File: config.mk
export PLATFORM = sky130hd
export DESIGN_NAME = scc_top
export DESIGN_NICKNAME = d
export VERILOG_FILES = /design/src/design/scc_pkg.sv /design/src/design/scc_sync_if.sv /design/src/design/scc_sync.sv /design/src/design/scc_top.sv
export VERILOG_INCLUDE_DIRS = /design/src /design/src/design
export SDC_FILE = /design/constraint.sdc
export NUM_CORES = 1
export LEC_CHECK = 0
export ABC_AREA = 1
export BUFFER_PORTS_ARGS = -buffer_cell sky130_fd_sc_hd__buf_2
export CAP_MARGIN = 20
export CORE_MARGIN = 3
export CORE_UTILIZATION = 45
export DETAILED_ROUTE_END_ITERATION = 10
export GPL_TIMING_DRIVEN = 0
export PLACE_DENSITY = 0.85
export SLEW_MARGIN = 0
export SYNTH_ARGS = -nofsm -noshare
export SYNTH_HDL_FRONTEND = slang
export SYNTH_SLANG_ARGS = --single-unit
File: constraint.sdc
create_clock -name pclk -period 1.5 [get_ports pclk]
set_input_delay 0.3 -clock pclk [delete_from_list [all_inputs] [get_ports pclk]]
set_output_delay 0.3 -clock pclk [all_outputs]
set_load 0.05 [all_outputs]
File: src/design/scc_params.svh
// Constants of the strap capture block: offsets, field positions, resets.
// Assumes inclusion by bare name from the package and the top module.
// How it works
// - Straps latched at reset release, held till reset
// - Strap pins input before capture, normal after
// - Source strap low crystal, high external clock
// - Spread strap low enables, high disables spreading
// - Frequency strap 00/01/10/11 gives 20/25/30/40
// - Isolate high: ignore PHY transmit, float outputs
// - Low-pin interface keeps working while isolated
// - Clearing isolate bit restores PHY data path
// - Active-low reset clears logic asynchronously
// - Output-enable low disables every output driver
// - Aux clock pin carries out-of-band clock in U3
// - Test reset async active low on test logic
`ifndef SCC_PARAMS_SVH
`define SCC_PARAMS_SVH

// -----------------------------------------------------------------
// Register offsets (byte addresses)
// -----------------------------------------------------------------
`define SCC_ADDR_W 12
`define SCC_OFF_STATUS 12'h000
`define SCC_OFF_CTRL 12'h004
`define SCC_OFF_FREQ 12'h008

// -----------------------------------------------------------------
// Strap vector bit positions
// -----------------------------------------------------------------
`define SCC_STRAP_W 7
`define SCC_BIT_REF_SRC 0
`define SCC_BIT_SSC_OFF 1
`define SCC_BIT_PHY_W 2
`define SCC_BIT_ISO 3
`define SCC_BIT_LP_W 4
`define SCC_BIT_FREQ_LO 5
`define SCC_BIT_FREQ_HI 6
// Pins that never drive: the spread strap is input only
`define SCC_PIN_OUT_MASK 7'h7D

// -----------------------------------------------------------------
// Status and control fields, reset values, timing
// -----------------------------------------------------------------
`define SCC_ST_CAPTURED 7
`define SCC_ST_ISOLATED 8
`define SCC_ST_U3 9
`define SCC_CTRL_ISO 0
`define SCC_CTRL_RESET 1'h0
`define SCC_SETTLE_CYCLES 2'h2
`define SCC_FREQ_20 8'h14
`define SCC_FREQ_25 8'h19
`define SCC_FREQ_30 8'h1E
`define SCC_FREQ_40 8'h28

`endif

File: src/design/scc_pkg.sv
// Types shared by the strap capture block.
// Assumes scc_params.svh is on the include path.
`include "scc_params.svh"

package scc_pkg;

	// Capture sequencer states
	typedef enum logic [0:0] {
		SCC_ST_SETTLE = 1'b0,
		SCC_ST_RUN = 1'b1
	} scc_state_t;

	// Reference frequency codes as strapped
	typedef enum logic [1:0] {
		SCC_REF_20 = 2'b00,
		SCC_REF_25 = 2'b01,
		SCC_REF_30 = 2'b10,
		SCC_REF_40 = 2'b11
	} scc_ref_freq_t;

	// Frequency code to MHz value for the frequency register
	function automatic logic [7:0] scc_freq_mhz(input scc_ref_freq_t c);
		case (c)
			SCC_REF_20: scc_freq_mhz = `SCC_FREQ_20;
			SCC_REF_25: scc_freq_mhz = `SCC_FREQ_25;
			SCC_REF_30: scc_freq_mhz = `SCC_FREQ_30;
			default: scc_freq_mhz = `SCC_FREQ_40;
		endcase
	endfunction : scc_freq_mhz

endpackage : scc_pkg

File: src/design/scc_sync_if.sv
// Bundle between the top module and its pin synchroniser.
// Assumes both ends agree on the width W.
interface scc_sync_if #(parameter int W = 1);
	logic [W-1:0] raw;
	logic [W-1:0] synced;

	// Synchroniser end and user end
	modport sync (input raw, output synced);
	modport user (output raw, input synced);
endinterface : scc_sync_if

File: src/design/scc_sync.sv
// Two-flop synchroniser for a vector of pin inputs.
// Assumes each bit is an independent level; no word coherence.
module scc_sync #(
	parameter int W = 1
) (
	input wire logic clk,
	input wire logic rst_n,
	scc_sync_if.sync port
);
	logic [W-1:0] s1_q;
	logic [W-1:0] s1_d;
	logic [W-1:0] s2_q;
	logic [W-1:0] s2_d;

	// Width must be at least one bit
	if (W < 1) begin : g_chk
		$error("scc_sync: W must be at least 1");
	end

	// First stage feeds only the second
	always_comb begin
		s1_d = port.raw;
		s2_d = s1_q;
	end

	// Reset to constants only
	always_ff @(posedge clk or negedge rst_n) begin
		if (!rst_n) begin
			s1_q <= '0;
			s2_q <= '0;
		end else begin
			s1_q <= s1_d;
			s2_q <= s2_d;
		end
	end

	assign port.synced = s2_q;
endmodule : scc_sync

File: src/design/scc_top.sv
// Strap capture, isolate control and output gating with an APB slave.
// Assumes pins reach it raw and are synchronised here; core-side
// signals run on pclk. presetn is the chip reset pin.
//
// Design decisions made here: the address map and register access over APB.
`include "scc_params.svh"

module scc_top #(
	parameter int PIPE_W = 16,
	parameter int K_W = 2
) (
	input wire logic pclk,
	input wire logic presetn,
	input wire logic [`SCC_ADDR_W-1:0] paddr,
	input wire logic psel,
	input wire logic penable,
	input wire logic pwrite,
	input wire logic [31:0] pwdata,
	output logic [31:0] prdata,
	output logic pready,
	output logic pslverr,
	input wire logic [`SCC_STRAP_W-1:0] strap_pin_i,
	output logic [`SCC_STRAP_W-1:0] strap_pin_o,
	output logic [`SCC_STRAP_W-1:0] strap_pin_oe,
	input wire logic [`SCC_STRAP_W-1:0] core_pin_drive,
	input wire logic [`SCC_STRAP_W-1:0] core_pin_en,
	output logic [`SCC_STRAP_W-1:0] core_pin_in,
	input wire logic out_enable_pin,
	output logic ref_ext_clock_sel,
	output logic spread_spectrum_en,
	output logic [1:0] ref_freq_sel,
	output logic straps_captured,
	input wire logic [PIPE_W-1:0] pipe_tx_data_i,
	input wire logic [K_W-1:0] pipe_tx_datak_i,
	output logic [PIPE_W-1:0] core_tx_data,
	output logic [K_W-1:0] core_tx_datak,
	input wire logic core_pclk,
	input wire logic [PIPE_W-1:0] core_rx_data,
	input wire logic [K_W-1:0] core_rx_datak,
	input wire logic core_rx_valid,
	output logic pipe_pclk_o,
	output logic [PIPE_W-1:0] pipe_rx_data_o,
	output logic [K_W-1:0] pipe_rx_datak_o,
	output logic pipe_rx_valid_o,
	output logic pipe_out_oe,
	input wire logic ulpi_iso_clear,
	input wire logic link_in_u3,
	input wire logic out_of_band_clock,
	output logic aux_clock_pin,
	output logic aux_clock_oe,
	input wire logic test_logic_reset_n,
	output logic test_logic_active
);
	localparam int SW = `SCC_STRAP_W;
	localparam int SYN_W = SW + 2 + PIPE_W + K_W;

	// ---------------------------------------------------------------
	// Parameter checks
	// ---------------------------------------------------------------
	// Only the 16-bit PHY bus and byte-wise K codes are served
	if (PIPE_W != 16 || K_W != PIPE_W / 8) begin : g_chk
		$error("scc_top: only a 16-bit bus with 2 K bits is supported");
	end

	// ---------------------------------------------------------------
	// Pin synchronisers
	// ---------------------------------------------------------------
	scc_sync_if #(.W(SYN_W)) sync_bus ();

	// Strap, output-enable, out-of-band clock and PHY transmit pins pass two flops before any logic reads them
	assign sync_bus.raw = {pipe_tx_datak_i, pipe_tx_data_i,
		out_of_band_clock, out_enable_pin, strap_pin_i};

	scc_sync #(.W(SYN_W)) u_sync (
		.clk(pclk),
		.rst_n(presetn),
		.port(sync_bus.sync)
	);

	logic [SW-1:0] strap_s;
	logic oe_s;
	logic oob_s;
	logic [PIPE_W-1:0] tx_s;
	logic [K_W-1:0] txk_s;

	// Unpack the synchronised vector
	assign strap_s = sync_bus.synced[SW-1:0];
	assign oe_s = sync_bus.synced[SW];
	assign oob_s = sync_bus.synced[SW+1];
	assign tx_s = sync_bus.synced[SW+2 +: PIPE_W];
	assign txk_s = sync_bus.synced[SW+2+PIPE_W +: K_W];

	// ---------------------------------------------------------------
	// APB slave
	// ---------------------------------------------------------------
	logic pready_q;
	logic pready_d;
	logic pslverr_q;
	logic pslverr_d;
	logic [31:0] prdata_q;
	logic [31:0] prdata_d;
	logic wr_fire;
	logic ctrl_wr;
	logic mapped;

	scc_pkg::scc_state_t state_q;
	scc_pkg::scc_state_t state_d;
	logic [1:0] settle_q;
	logic [1:0] settle_d;
	logic [SW-1:0] strap_q;
	logic [SW-1:0] strap_d;
	logic iso_q;
	logic iso_d;
	logic ssc_en_q;
	logic ssc_en_d;
	scc_pkg::scc_ref_freq_t freq_q;
	scc_pkg::scc_ref_freq_t freq_d;

	// Write lands only at the edge that completes the access
	assign wr_fire = psel & penable & pready_q & pwrite;
	assign ctrl_wr = wr_fire & (paddr == `SCC_OFF_CTRL);
	assign mapped = (paddr == `SCC_OFF_STATUS) |
		(paddr == `SCC_OFF_CTRL) | (paddr == `SCC_OFF_FREQ);

	// One wait state: ready rises in the second access cycle
	always_comb begin
		pready_d = psel & penable & ~pready_q;
		pslverr_d = pready_d & ~mapped;
		prdata_d = 32'h0000_0000;
		if (pready_d && !pwrite) begin
			case (paddr)
				`SCC_OFF_STATUS: begin
					prdata_d[SW-1:0] = strap_q;
					prdata_d[`SCC_ST_CAPTURED] = (state_q == scc_pkg::SCC_ST_RUN);
					prdata_d[`SCC_ST_ISOLATED] = iso_q;
					prdata_d[`SCC_ST_U3] = link_in_u3;
				end
				`SCC_OFF_CTRL: prdata_d[`SCC_CTRL_ISO] = iso_q;
				`SCC_OFF_FREQ: prdata_d[7:0] = scc_pkg::scc_freq_mhz(freq_q);
				default: prdata_d = 32'h0000_0000;
			endcase
		end
	end

	// Bus answer registers
	always_ff @(posedge pclk or negedge presetn) begin
		if (!presetn) begin
			pready_q <= 1'h0;
			pslverr_q <= 1'h0;
			prdata_q <= 32'h0000_0000;
		end else begin
			pready_q <= pready_d;
			pslverr_q <= pslverr_d;
			prdata_q <= prdata_d;
		end
	end

	assign pready = pready_q;
	assign pslverr = pslverr_q;
	assign prdata = prdata_q;

	// ---------------------------------------------------------------
	// Strap capture and isolate state
	// ---------------------------------------------------------------
	// Settle lets the synchronisers fill with the true pin levels,
	// so the latched value is the level seen at reset release.
	always_comb begin
		state_d = state_q;
		settle_d = settle_q;
		strap_d = strap_q;
		iso_d = iso_q;
		ssc_en_d = ssc_en_q;
		freq_d = freq_q;
		case (state_q)
			scc_pkg::SCC_ST_SETTLE: begin
				settle_d = settle_q + 2'h1;
				if (settle_q == `SCC_SETTLE_CYCLES) begin
					strap_d = strap_s;
					iso_d = strap_s[`SCC_BIT_ISO];
					ssc_en_d = ~strap_s[`SCC_BIT_SSC_OFF];
					freq_d = scc_pkg::scc_ref_freq_t'({strap_s[`SCC_BIT_FREQ_HI],
						strap_s[`SCC_BIT_FREQ_LO]});
					settle_d = 2'h0;
					state_d = scc_pkg::SCC_ST_RUN;
				end
			end
			scc_pkg::SCC_ST_RUN: begin
				// Clears first, so a write of one in the same cycle wins
				if (ulpi_iso_clear) begin
					iso_d = 1'h0;
				end
				if (ctrl_wr) begin
					iso_d = pwdata[`SCC_CTRL_ISO];
				end
				if (ctrl_wr && pwdata[`SCC_CTRL_ISO]) begin
					iso_d = 1'h1;
				end
			end
			default: state_d = scc_pkg::SCC_ST_SETTLE;
		endcase
	end

	// Captured straps stay until the next reset
	always_ff @(posedge pclk or negedge presetn) begin
		if (!presetn) begin
			state_q <= scc_pkg::SCC_ST_SETTLE;
			settle_q <= 2'h0;
			strap_q <= '0;
			iso_q <= `SCC_CTRL_RESET;
			ssc_en_q <= 1'h0;
			freq_q <= scc_pkg::SCC_REF_20;
		end else begin
			state_q <= state_d;
			settle_q <= settle_d;
			strap_q <= strap_d;
			iso_q <= iso_d;
			ssc_en_q <= ssc_en_d;
			freq_q <= freq_d;
		end
	end

	// Configuration outputs straight from the capture flops
	assign ref_ext_clock_sel = strap_q[`SCC_BIT_REF_SRC];
	assign spread_spectrum_en = ssc_en_q;
	assign ref_freq_sel = freq_q;
	assign straps_captured = (state_q == scc_pkg::SCC_ST_RUN);

	// ---------------------------------------------------------------
	// Pin drivers and data paths
	// ---------------------------------------------------------------
	logic run;
	logic [SW-1:0] spin_o_q;
	logic [SW-1:0] spin_o_d;
	logic [SW-1:0] spin_oe_q;
	logic [SW-1:0] spin_oe_d;
	logic [SW-1:0] cpin_q;
	logic [SW-1:0] cpin_d;
	logic [PIPE_W-1:0] ctx_q;
	logic [PIPE_W-1:0] ctx_d;
	logic [K_W-1:0] ctxk_q;
	logic [K_W-1:0] ctxk_d;
	logic ppclk_q;
	logic ppclk_d;
	logic [PIPE_W-1:0] prx_q;
	logic [PIPE_W-1:0] prx_d;
	logic [K_W-1:0] prxk_q;
	logic [K_W-1:0] prxk_d;
	logic prxv_q;
	logic prxv_d;
	logic poe_q;
	logic poe_d;
	logic aux_q;
	logic aux_d;
	logic aux_oe_q;
	logic aux_oe_d;

	assign run = (state_q == scc_pkg::SCC_ST_RUN);

	// Strap pins stay inputs until capture, then serve the core.
	// Shared low-pin bus bits are not gated by isolate.
	always_comb begin
		spin_o_d = core_pin_drive;
		spin_oe_d = '0;
		cpin_d = '0;
		if (run) begin
			spin_oe_d = core_pin_en & {SW{oe_s}} & `SCC_PIN_OUT_MASK;
			cpin_d = strap_s;
		end
	end

	// Isolate drops transmit data and floats the PHY outputs.
	// The PHY clock copy is only as fast as pclk allows.
	always_comb begin
		ctx_d = iso_q ? '0 : tx_s;
		ctxk_d = iso_q ? '0 : txk_s;
		ppclk_d = core_pclk;
		prx_d = core_rx_data;
		prxk_d = core_rx_datak;
		prxv_d = core_rx_valid;
		poe_d = run & oe_s & ~iso_q;
		aux_d = link_in_u3 & oob_s;
		aux_oe_d = oe_s;
	end

	// Output flops
	always_ff @(posedge pclk or negedge presetn) begin
		if (!presetn) begin
			spin_o_q <= '0;
			spin_oe_q <= '0;
			cpin_q <= '0;
			ctx_q <= '0;
			ctxk_q <= '0;
			ppclk_q <= 1'h0;
			prx_q <= '0;
			prxk_q <= '0;
			prxv_q <= 1'h0;
			poe_q <= 1'h0;
			aux_q <= 1'h0;
			aux_oe_q <= 1'h0;
		end else begin
			spin_o_q <= spin_o_d;
			spin_oe_q <= spin_oe_d;
			cpin_q <= cpin_d;
			ctx_q <= ctx_d;
			ctxk_q <= ctxk_d;
			ppclk_q <= ppclk_d;
			prx_q <= prx_d;
			prxk_q <= prxk_d;
			prxv_q <= prxv_d;
			poe_q <= poe_d;
			aux_q <= aux_d;
			aux_oe_q <= aux_oe_d;
		end
	end

	assign strap_pin_o = spin_o_q;
	assign strap_pin_oe = spin_oe_q;
	assign core_pin_in = cpin_q;
	assign core_tx_data = ctx_q;
	assign core_tx_datak = ctxk_q;
	assign pipe_pclk_o = ppclk_q;
	assign pipe_rx_data_o = prx_q;
	assign pipe_rx_datak_o = prxk_q;
	assign pipe_rx_valid_o = prxv_q;
	assign pipe_out_oe = poe_q;
	assign aux_clock_pin = aux_q;
	assign aux_clock_oe = aux_oe_q;

	// ---------------------------------------------------------------
	// Test logic reset
	// ---------------------------------------------------------------
	logic tl_q;
	logic tl_d;

	// Held low in normal use, so this flop then stays cleared
	always_comb begin
		tl_d = 1'h1;
	end

	always_ff @(posedge pclk or negedge test_logic_reset_n) begin
		if (!test_logic_reset_n) begin
			tl_q <= 1'h0;
		end else begin
			tl_q <= tl_d;
		end
	end

	assign test_logic_active = tl_q;
endmodule : scc_top

* Word level (Yosys, flattened, before mapping)
Index checks and enable logic that the tools add are counted.
** Word-level totals
- Output and inout bits :: 102
- Bits in writable memories :: 0
- ROM bits :: 0
- Register bits :: 143
- Logic and storage cells :: 73
- Latch bits :: 0
- Memories :: 0
** Operators by class
- $lt $le $gt $ge :: 0
- Divide/modulo/power cells :: 0
- Reductions and logical operators :: 7
- Multiplexer cells :: 17
- Multipliers :: 0
- $add $sub $neg :: 1
- Bitwise gates (word level) :: 17
- Shift-type cells :: 0
- Equality and inequality tests :: 7
** Operators by type and width (count)
- case mux 6 bit (3 select lines) :: 1
- two-way mux 16 bit :: 1
- two-way mux 7 bit :: 2
- case mux 7 bit (2 select lines) :: 1
- == test 12 x 3 -> 1 bit (second input constant) :: 1
- == test 12 x 4 -> 1 bit (second input constant) :: 1
- logical NOT 12 bit :: 1
- two-way mux 10 bit :: 1
- bitwise AND 1 bit :: 9
- bitwise AND 7 bit :: 1
- two-way mux 1 bit :: 6
- two-way mux 2 bit :: 3
- NOT 1 bit :: 5
- == test 2 bit (second input constant) :: 2
- inequality test 4 x 3 -> 1 bit (second input constant) :: 1
- AND reduction 2 bit :: 2
- case mux 1 bit (3 select lines) :: 1
- adder 2 x 1 -> 2 bit (second input constant) :: 1
- == test 2 x 1 -> 1 bit (second input constant) :: 1
- logical AND 1 bit :: 2
- logical NOT 2 bit :: 1
- inequality test 2 bit (second input constant) :: 1
- bitwise OR 1 bit :: 2
- case mux 1 bit (2 select lines) :: 1
- logical NOT 1 bit :: 1

* Logic depth before layout (Yosys ltp)
Gate-level depths: netlist (run 1).
- Word-level depth :: 7
- Gate-level depth with buffers :: 9
- Gate-level depth less buffers :: 9

* Hierarchy
Synthesis (run 1) repeated with hierarchy kept, for this count alone.
** Unflattened totals
- Cells, all modules :: 341
- Area total of the unflattened synthesis :: 4420.5 µm²
** By module, submodules not included
- scc_top :: area an instance 3069.2 µm², cells each 287, instances 1
- scc_sync :: area an instance 1351.3 µm², cells each 54, instances 1

* Worst setup path before layout (run 1)
No wires, ideal clock.
- Path type :: flip-flop to flip-flop
- Start :: reg state_q (netlist: straps_captured)
- End :: reg iso_q
- Buffers on the path :: 1
- Library setup time :: 0.116 ns
- Data required time :: 1.384 ns
- Period minus slack after synthesis :: 1.390 ns
- Stages on the path, launching flop included :: 9
- Path slack :: 0.110 ns
- Arrival :: 1.273 ns
- Cell sequence :: dfrtp_1 -> buf_2 -> nor2_1 -> inv_1 -> nand2_1 -> inv_1 -> nand2_1 -> nand2_1 -> nand2_1
** Between the ends
- Cells in the longest elaborated chain, start to end :: 3
- Elaborated cells on any way between the ends :: 5
- Classes of those cells :: 2 x eq/ne; 1 x mux; 1 x bitwise; 1 x reduce/logical
** Ends and longest elaborated chain
- start, declared :: line scc_top.sv:106 : scc_pkg::scc_state_t state_q;
- start signal, assigned :: line scc_top.sv:206 : state_q <= scc_pkg::SCC_ST_SETTLE;
- start signal, assigned :: line scc_top.sv:213 : state_q <= state_d;
- NOT 1 bit (no source line)
- inequality test 2 bit (no source line)
- AND reduction 2 bit (no source line)
- end signal, assigned :: line scc_top.sv:209 : iso_q <= `SCC_CTRL_RESET;
- end signal, assigned :: line scc_top.sv:216 : iso_q <= iso_d;
- end, declared :: line scc_top.sv:112 : logic iso_q;
Several ways; a longest one is shown, not always the timed one.
A chain may end at the register's enable or synchronous reset.

* Final worst setup path (run 1)
- Start :: reg spin_oe_q[3] (netlist: strap_pin_oe[3])
- End :: out strap_pin_oe[3]
** RTL lines
- start, declared :: line scc_top.sv:234 : logic [SW-1:0] spin_oe_q;
- start signal, assigned :: line scc_top.sv:302 : spin_oe_q <= spin_oe_d;
- end, declared :: line scc_top.sv:24 : output logic [`SCC_STRAP_W-1:0] strap_pin_oe,
No word-level cell between the ends.

==> results.md, run 1 <==
* Status: complete, no violations
* CP max-delay cell: dfrtp_1
* Synth Area in Compound Gates at 0.0181
* Die area at 11100 um2
* Clk buf depth at 2
* Post-route clock period utilization at 0.956
* Crit path depth at 1
* Die span in y at 105 um
* Seq/Total Area, Yosys at 0.791
* Worst skew pair latency at 0.50 ns
* Largest net degree at the start of global routing at 104
* CP Max Fanout at 1
* Crit start category: register
* Core area at 9420 um2
* Grt ovf at 0
* Syn. warnings at 0
* Max incr delay on CP at 0.36 ns
* Syn Inst Count at 339
* Hold Path Depth at 3
* Worst endpoint data arrival time at 1.13 ns
* Layout cell share with drive strength beyond 1 at 0.370
* CP Launch Point: strap_pin_oe[3]
* Adder-cell share of the synthesized area at 0
* Critical path class: reg2out
* Worst path cell trace: buf_2
* H-tree depth at 4
* Hold Path Origin: penable
* HPWL after detailed placement at 6200 um
* Initial antenna violation count at 1
* GRT Total Usage at 0.203
* Core Rows at 35
* FMAX at 698 MHz
* EDFF count, synth at 0
* RSZ-0062 raised after global routing: no
* Hold WC Path Type: in2reg
* Hold EP: pready
* Filler cell count in the final layout at 612
* Setup ws final at 0.0665 ns
* Io pins at 215
* Final Slew Violations at 0
* Post-synthesis mux area share at 0
* Post-synth cell types at 23
* Clock skew at 0.00919 ns
* WP buf/inv at 1
* Nets at 717
* Die Width at 105 um
* Peak VDD IR at 1020 uV
* Finished Cell Area at 6780 um2
* Post-synth ARST share at 1.00
* Vias at 3183
* Remaining antenna violation count at 0
* Vias in the first global route at 3415
* CTS tree: built
* Placed cell area at 5500 um2
* Slew margin rel. at 0.613
* Mean Syn Cell Area at 13.1 um2
* Yosys reg bits at 140
* Routed wire per std cell at 14.3 um
* Final Critical Period at 1.43 ns
* CTS sink count at 140
* Largest family of logic cells by synthesized area: simple AND/OR/NAND/NOR gates
* Mapped cell area at 4430 um2
* Initial Util at 0.471
* Top FF cell, synth: dfrtp_1
* First-pass GRT wire length at 17200 um
* Worst reg2reg path depth at 9
* Crit path max-delay family: flip-flops
* 1st-iter DRT viols at 114
* WP data required at 1.20 ns
* Leakage at 3.60 nW
* Simple-gate share of the synthesized area at 0.101
* Drt drc at 0
* CTS root buffer: clkbuf_8
* Place WS at 0.164 ns
* Routability Congestion at 0.806
* Port bufs at 159
* Reg2reg setup slack at 0.18 ns
* Mean number of vias per cell at 4.26
* Max-cap violations at 0
* Routed wire length at 10700 um
* Final Hold Viols at 0
* Cts bufs inserted at 17
* DR pass1 iterations at 6
* Worst R2R End: iso_q
* Clock-pin slew on the worst setup and hold paths at 0.07 ns
* Crit Reg-Reg Startpoint: straps_captured
* Post-synthesis xor/xnor area fraction at 0
* # setup viols final at 0
* CP Capture Type: primary output
* Area Growth Syn to Fin at 53.1%
* Least-Margin Pin Slew at 0.581 ns
* Pwr/cell area at 1370 nW/um2
through the flow:
stage                     power [mW]  hold WS, ns  TNS [ns]  utilization  cells
after floorplan                 4.65      0.00441         0            -    361
after global placement          4.94       0.0754   -210.53        0.581    649
after detailed placement        4.97       0.0770         0        0.585    650
after CTS                       9.32       0.0405         0        0.719    746
after global routing            9.61       0.0705         0        0.721    747
final                           9.29       0.0698         0        0.721    747
cell usage in the layout (no fill, tap or decap), types with 2 or more instances in the layout:
master / instances
inv_8: 5
dlygate4sd3_1: 63
conb_1: 24
nand2_1: 44
clkbuf_16: 16
o21ai_0: 5
clkbuf_1: 2
nand3_1: 7
nor2_2: 3
buf_4: 28
nand4_1: 3
o2111ai_1: 2
buf_6: 2
clkinvlp_4: 3
buf_2: 154
bufinv_16: 2
inv_6: 5
buf_8: 2
a21oi_1: 6
inv_1: 46
nor3_1: 3
dfrtp_1: 140
nor2_1: 42
where the power goes:
group	switching, mW	internal [mW]	total [mW]
clock	1.77	2.46	4.24
sequential	0.0608	3.95	4.01
combinational	0.714	0.334	1.05
total	2.55	6.75	9.29
cells in the mapped netlist (3+ instances only):
library cell | n | area share
a21oi_1 | 6 | 0.0068
nor3_1 | 3 | 0.0034
nand4_1 | 3 | 0.0042
o21ai_0 | 5 | 0.0056
nor2_1 | 43 | 0.036
inv_1 | 46 | 0.039
nand3_1 | 7 | 0.0079
dfrtp_1 | 140 | 0.79
buf_4 | 25 | 0.042
nand2_1 | 44 | 0.037
worst min-delay path: cells and delay by family:
family	cells	cell delay, ns
buffers and inverters	1	0.10
AND/OR/NAND/NOR	2	0.13
layout make-up:
class / instances / area [um2] / area share
flip-flops and latches: 140 / 3500 / 0.516
repair buffers: 226 / 1510 / 0.223
multi-input cells: 144 / 621 / 0.0915
clock buffers: 17 / 414 / 0.0610
plain buffers: 27 / 196 / 0.0290
clock inverters: 15 / 191 / 0.0282
inverters: 48 / 184 / 0.0271
well taps: 129 / 161 / 0.0238
diodes: 1 / 2.50 / 0.000369
logic make-up after synthesis:
family                 Yosys count
AOI/OAI and AO/OA               14
buffers and inverters           77
DFF                            140
other                            2
and+or+nand+nor                106
how the worst max path moves through the flow:
stage,to,slack [ns]
2_1_floorplan,iso_q,0.11
3_3_place_gp,u_sync.s1_q[24],-1.52
3_5_place_dp,prdata[1],0.16
4_1_cts,pready,0.002
5_1_grt,strap_q[6],0.006
6_report,strap_pin_oe[3],0.07
routing by layer:
layer / track usage / share of wire / vias up
met5: 0 / 0 / -
met2: 0.369 / 0.56 / 155
met3: 0.0570 / 0.063 / 26
li1: - / - / 1503
met1: 0.219 / 0.35 / 1499
met4: 0.0900 / 0.027 / 0
flip-flops by register name, summed over array words and instances, names as in the netlist, 2 cells and up:
register            cells
core_pin_in             7
core_tx_data           16
core_tx_datak           2
pipe_rx_data_o         16
pipe_rx_datak_o         2
prdata                 10
settle_q                2
strap_pin_o             7
strap_pin_oe            6
strap_q                 7
u_sync.port.synced     27
u_sync.s1_q            27
what timing repair did:
| item | in CTS | in global routing |
|---|---|---|
| gates resized for setup | 7 | 4 |
| hold buffers | 63 | 0 |
| setup endpoints to repair | 4 | 4 |
| hold endpoints to repair | 98 | 0 |
| setup buffers | 2 | 1 |
Note: power is estimated with default switching activity, not from simulation.
==> run 2, diff against run 1 <==
==> constraint.sdc (replaced) <==
create_clock -name pclk -period 1.5 [get_ports pclk]
set_input_delay 0.225 -clock pclk [delete_from_list [all_inputs] [get_ports pclk]]
set_output_delay 0.225 -clock pclk [all_outputs]
set_load 0.05 [all_outputs]
==> run 2 against run 1 <==
Register-to-register slack worse by 0.03 ns. Non-clock buffer count is 3 higher. Critical path depth is 1 higher. Sequential share of layout area hardly changed. Routed wire length hardly changed. Clock power hardly changed. Die area stayed put. Utilization is 0.066 points higher. Final cell count is 0.40% higher. Count of clock-buffer cells in the layout stayed put. Critical endpoint is now ref_freq_sel[0]. Largest cell class unchanged. Highest routed layer unchanged.
==> results.md, run 2 (synthesis results as in run 1) <==
* Vias at 3177 (-0.19%)
* Final Hold Viols at 0 (unchanged)
* Clock-pin slew on the worst setup and hold paths at 0.07 ns (about the same)
* Drt drc at 0 (unchanged)
* Initial Util at 0.471 (unchanged)
* Die Width at 105 um (unchanged)
* Sum Neg Setup Slack at 0 ns (unchanged)
* Final Slew Violations at 0 (unchanged)
* Final core utilization at 0.721 (about the same)
* Crit start category: register
* Least-Margin Pin Slew at 0.551 ns (-0.0302 ns)
* Clk buf depth at 2 (unchanged)
* CTS tree: built
* Cts bufs inserted at 17 (unchanged)
* H-tree depth at 4 (unchanged)
* Pwr/cell area at 1370 nW/um2 (-0.15%)
* Slew margin rel. at 0.633 (+0.0201)
* DR pass1 iterations at 4 (-2)
* Most frequent CP cell: buf_4
* GRT Total Usage at 0.202 (-0.000802)
* WP data required at 1.27 ns (+0.07 ns)
* Final Critical Period at 1.46 ns (+0.0242 ns)
* 1st-iter DRT viols at 151 (+32%)
* Critical path class: reg2out
* Initial antenna violation count at 1 (unchanged)
* CP max-delay cell: dfrtp_1
* CTS sink count at 140 (unchanged)
* Core area at 9420 um2 (unchanged)
* Place WS at 0.190 ns (+0.0256 ns)
* Nets at 720 (+0.42%)
* First-pass GRT wire length at 17200 um (-0.20%)
* Core Rows at 35 (unchanged)
* Worst endpoint data arrival time at 1.23 ns (+0.10 ns)
* Port bufs at 159 (unchanged)
* Clock skew at 0.00865 ns (-0.000535 ns)
* Routed wire length at 10700 um (about the same)
* Leakage at 3.61 nW (+0.23%)
* Vias in the first global route at 3407 (-0.23%)
* Worst path cell trace: buf_4 -> buf_4
* Peak VDD IR at 1020 uV (+0.15%)
* CP Capture Type: primary output
* Remaining antenna violation count at 0 (unchanged)
* CTS root buffer: clkbuf_8
* Setup ws final at 0.0423 ns (-0.0242 ns)
* # setup viols final at 0 (unchanged)
* Placed cell area at 5500 um2 (unchanged)
* Die area at 11100 um2 (unchanged)
* Commonest non-fill, non-tap cell in the layout: buf_2
* Die span in y at 105 um (unchanged)
* Max-cap violations at 0 (unchanged)
* Worst hold slack at 0.0437 ns (-0.0261 ns)
* Routability Congestion at 0.806 (unchanged)
* HPWL after detailed placement at 6200 um (unchanged)
* Post-route clock period utilization at 0.972 (+0.0162)
* Grt ovf at 0 (unchanged)
* Layout cell share with drive strength beyond 1 at 0.368 (-0.00179)
* Area Growth Syn to Fin at 53.3% (about the same)
* RSZ-0062 raised after global routing: no
* Max incr delay on CP at 0.42 ns (+0.06 ns)
* FMAX at 686 MHz (-1.7%)
* Hold WC Path Type: in2async
* Worst skew pair latency at 0.50 ns (about the same)
* CP Max Fanout at 3 (+2)
* Status: complete, no violations
* Io pins at 215 (unchanged)
* Largest net degree at the start of global routing at 104 (unchanged)
* Mean number of vias per cell at 4.24 (-0.59%)
* Routed wire per std cell at 14.2 um (-0.33%)
* Finished Cell Area at 6790 um2 (about the same)
* Most frequent cells in the layout: buf_2 (157), dfrtp_1 (140), dlygate4sd3_1 (65), inv_1 (46), nand2_1 (44)
## run 2: area by class of cell
cell class | count | area [um2]
multi-input cells | 144 | 618
inverters | 48 | 184
flip-flops and latches | 140 | 3500
plain buffers | 29 | 211
diodes | 1 | 2.50
clock buffers | 17 | 414
clock inverters | 15 | 191
repair buffers | 227 | 1500
well taps | 129 | 161
fillers | 604 | 2630
## run 2: layer usage
layer | global-route usage | wire length [um] | part of all wire
met4 | 0.0862 | 237 | 0.022
met5 | 0 | 0 | 0
met3 | 0.0563 | 643 | 0.060
met1 | 0.219 | 3720 | 0.35
met2 | 0.369 | 6060 | 0.57
## run 2: worst max-delay path, delay by kind of cell, from the launching register on
family | cells | cell delay, ns
flops | 1 | 0.42
buf+inv | 2 | 0.33
## run 2: through the flow
stage / total power, mW / std cells
3_5_place_dp: 4.97 / 650
6_report: 9.29 / 750
4_1_cts: 9.32 / 747
3_3_place_gp: 4.94 / 649
5_1_grt: 9.61 / 750
2_1_floorplan: 4.65 / 361
## run 2: worst paths after layout
kind,startpoint,cells past startpoint,endpoint,slack (ns)
worst max register to register,straps_captured,9,iso_q,0.15
worst min-delay path,test_logic_reset_n,2,test_logic_active,0.04
worst max-delay path,strap_q[5],2,ref_freq_sel[0],0.04
max in group asynchronous,presetn,3,u_sync.port.synced[5],0.54
min in group pclk,paddr[0],4,prdata[1],0.06
worst min register to register,u_sync.s1_q[15],0,u_sync.port.synced[15],0.34
## run 2: what timing repair did
action,in CTS,in global routing
hold buffers,65,0
endpoints found under the setup margin,2,2
buffers inserted,0,2
resized for setup,3,1
hold endpoints to repair,100,0
## run 2: power by group
part	switching (mW)	internal (mW)	total, mW
clock network	1.77	2.47	4.23
logic	0.714	0.335	1.05
registers	0.0600	3.95	4.01
total	2.54	6.75	9.29
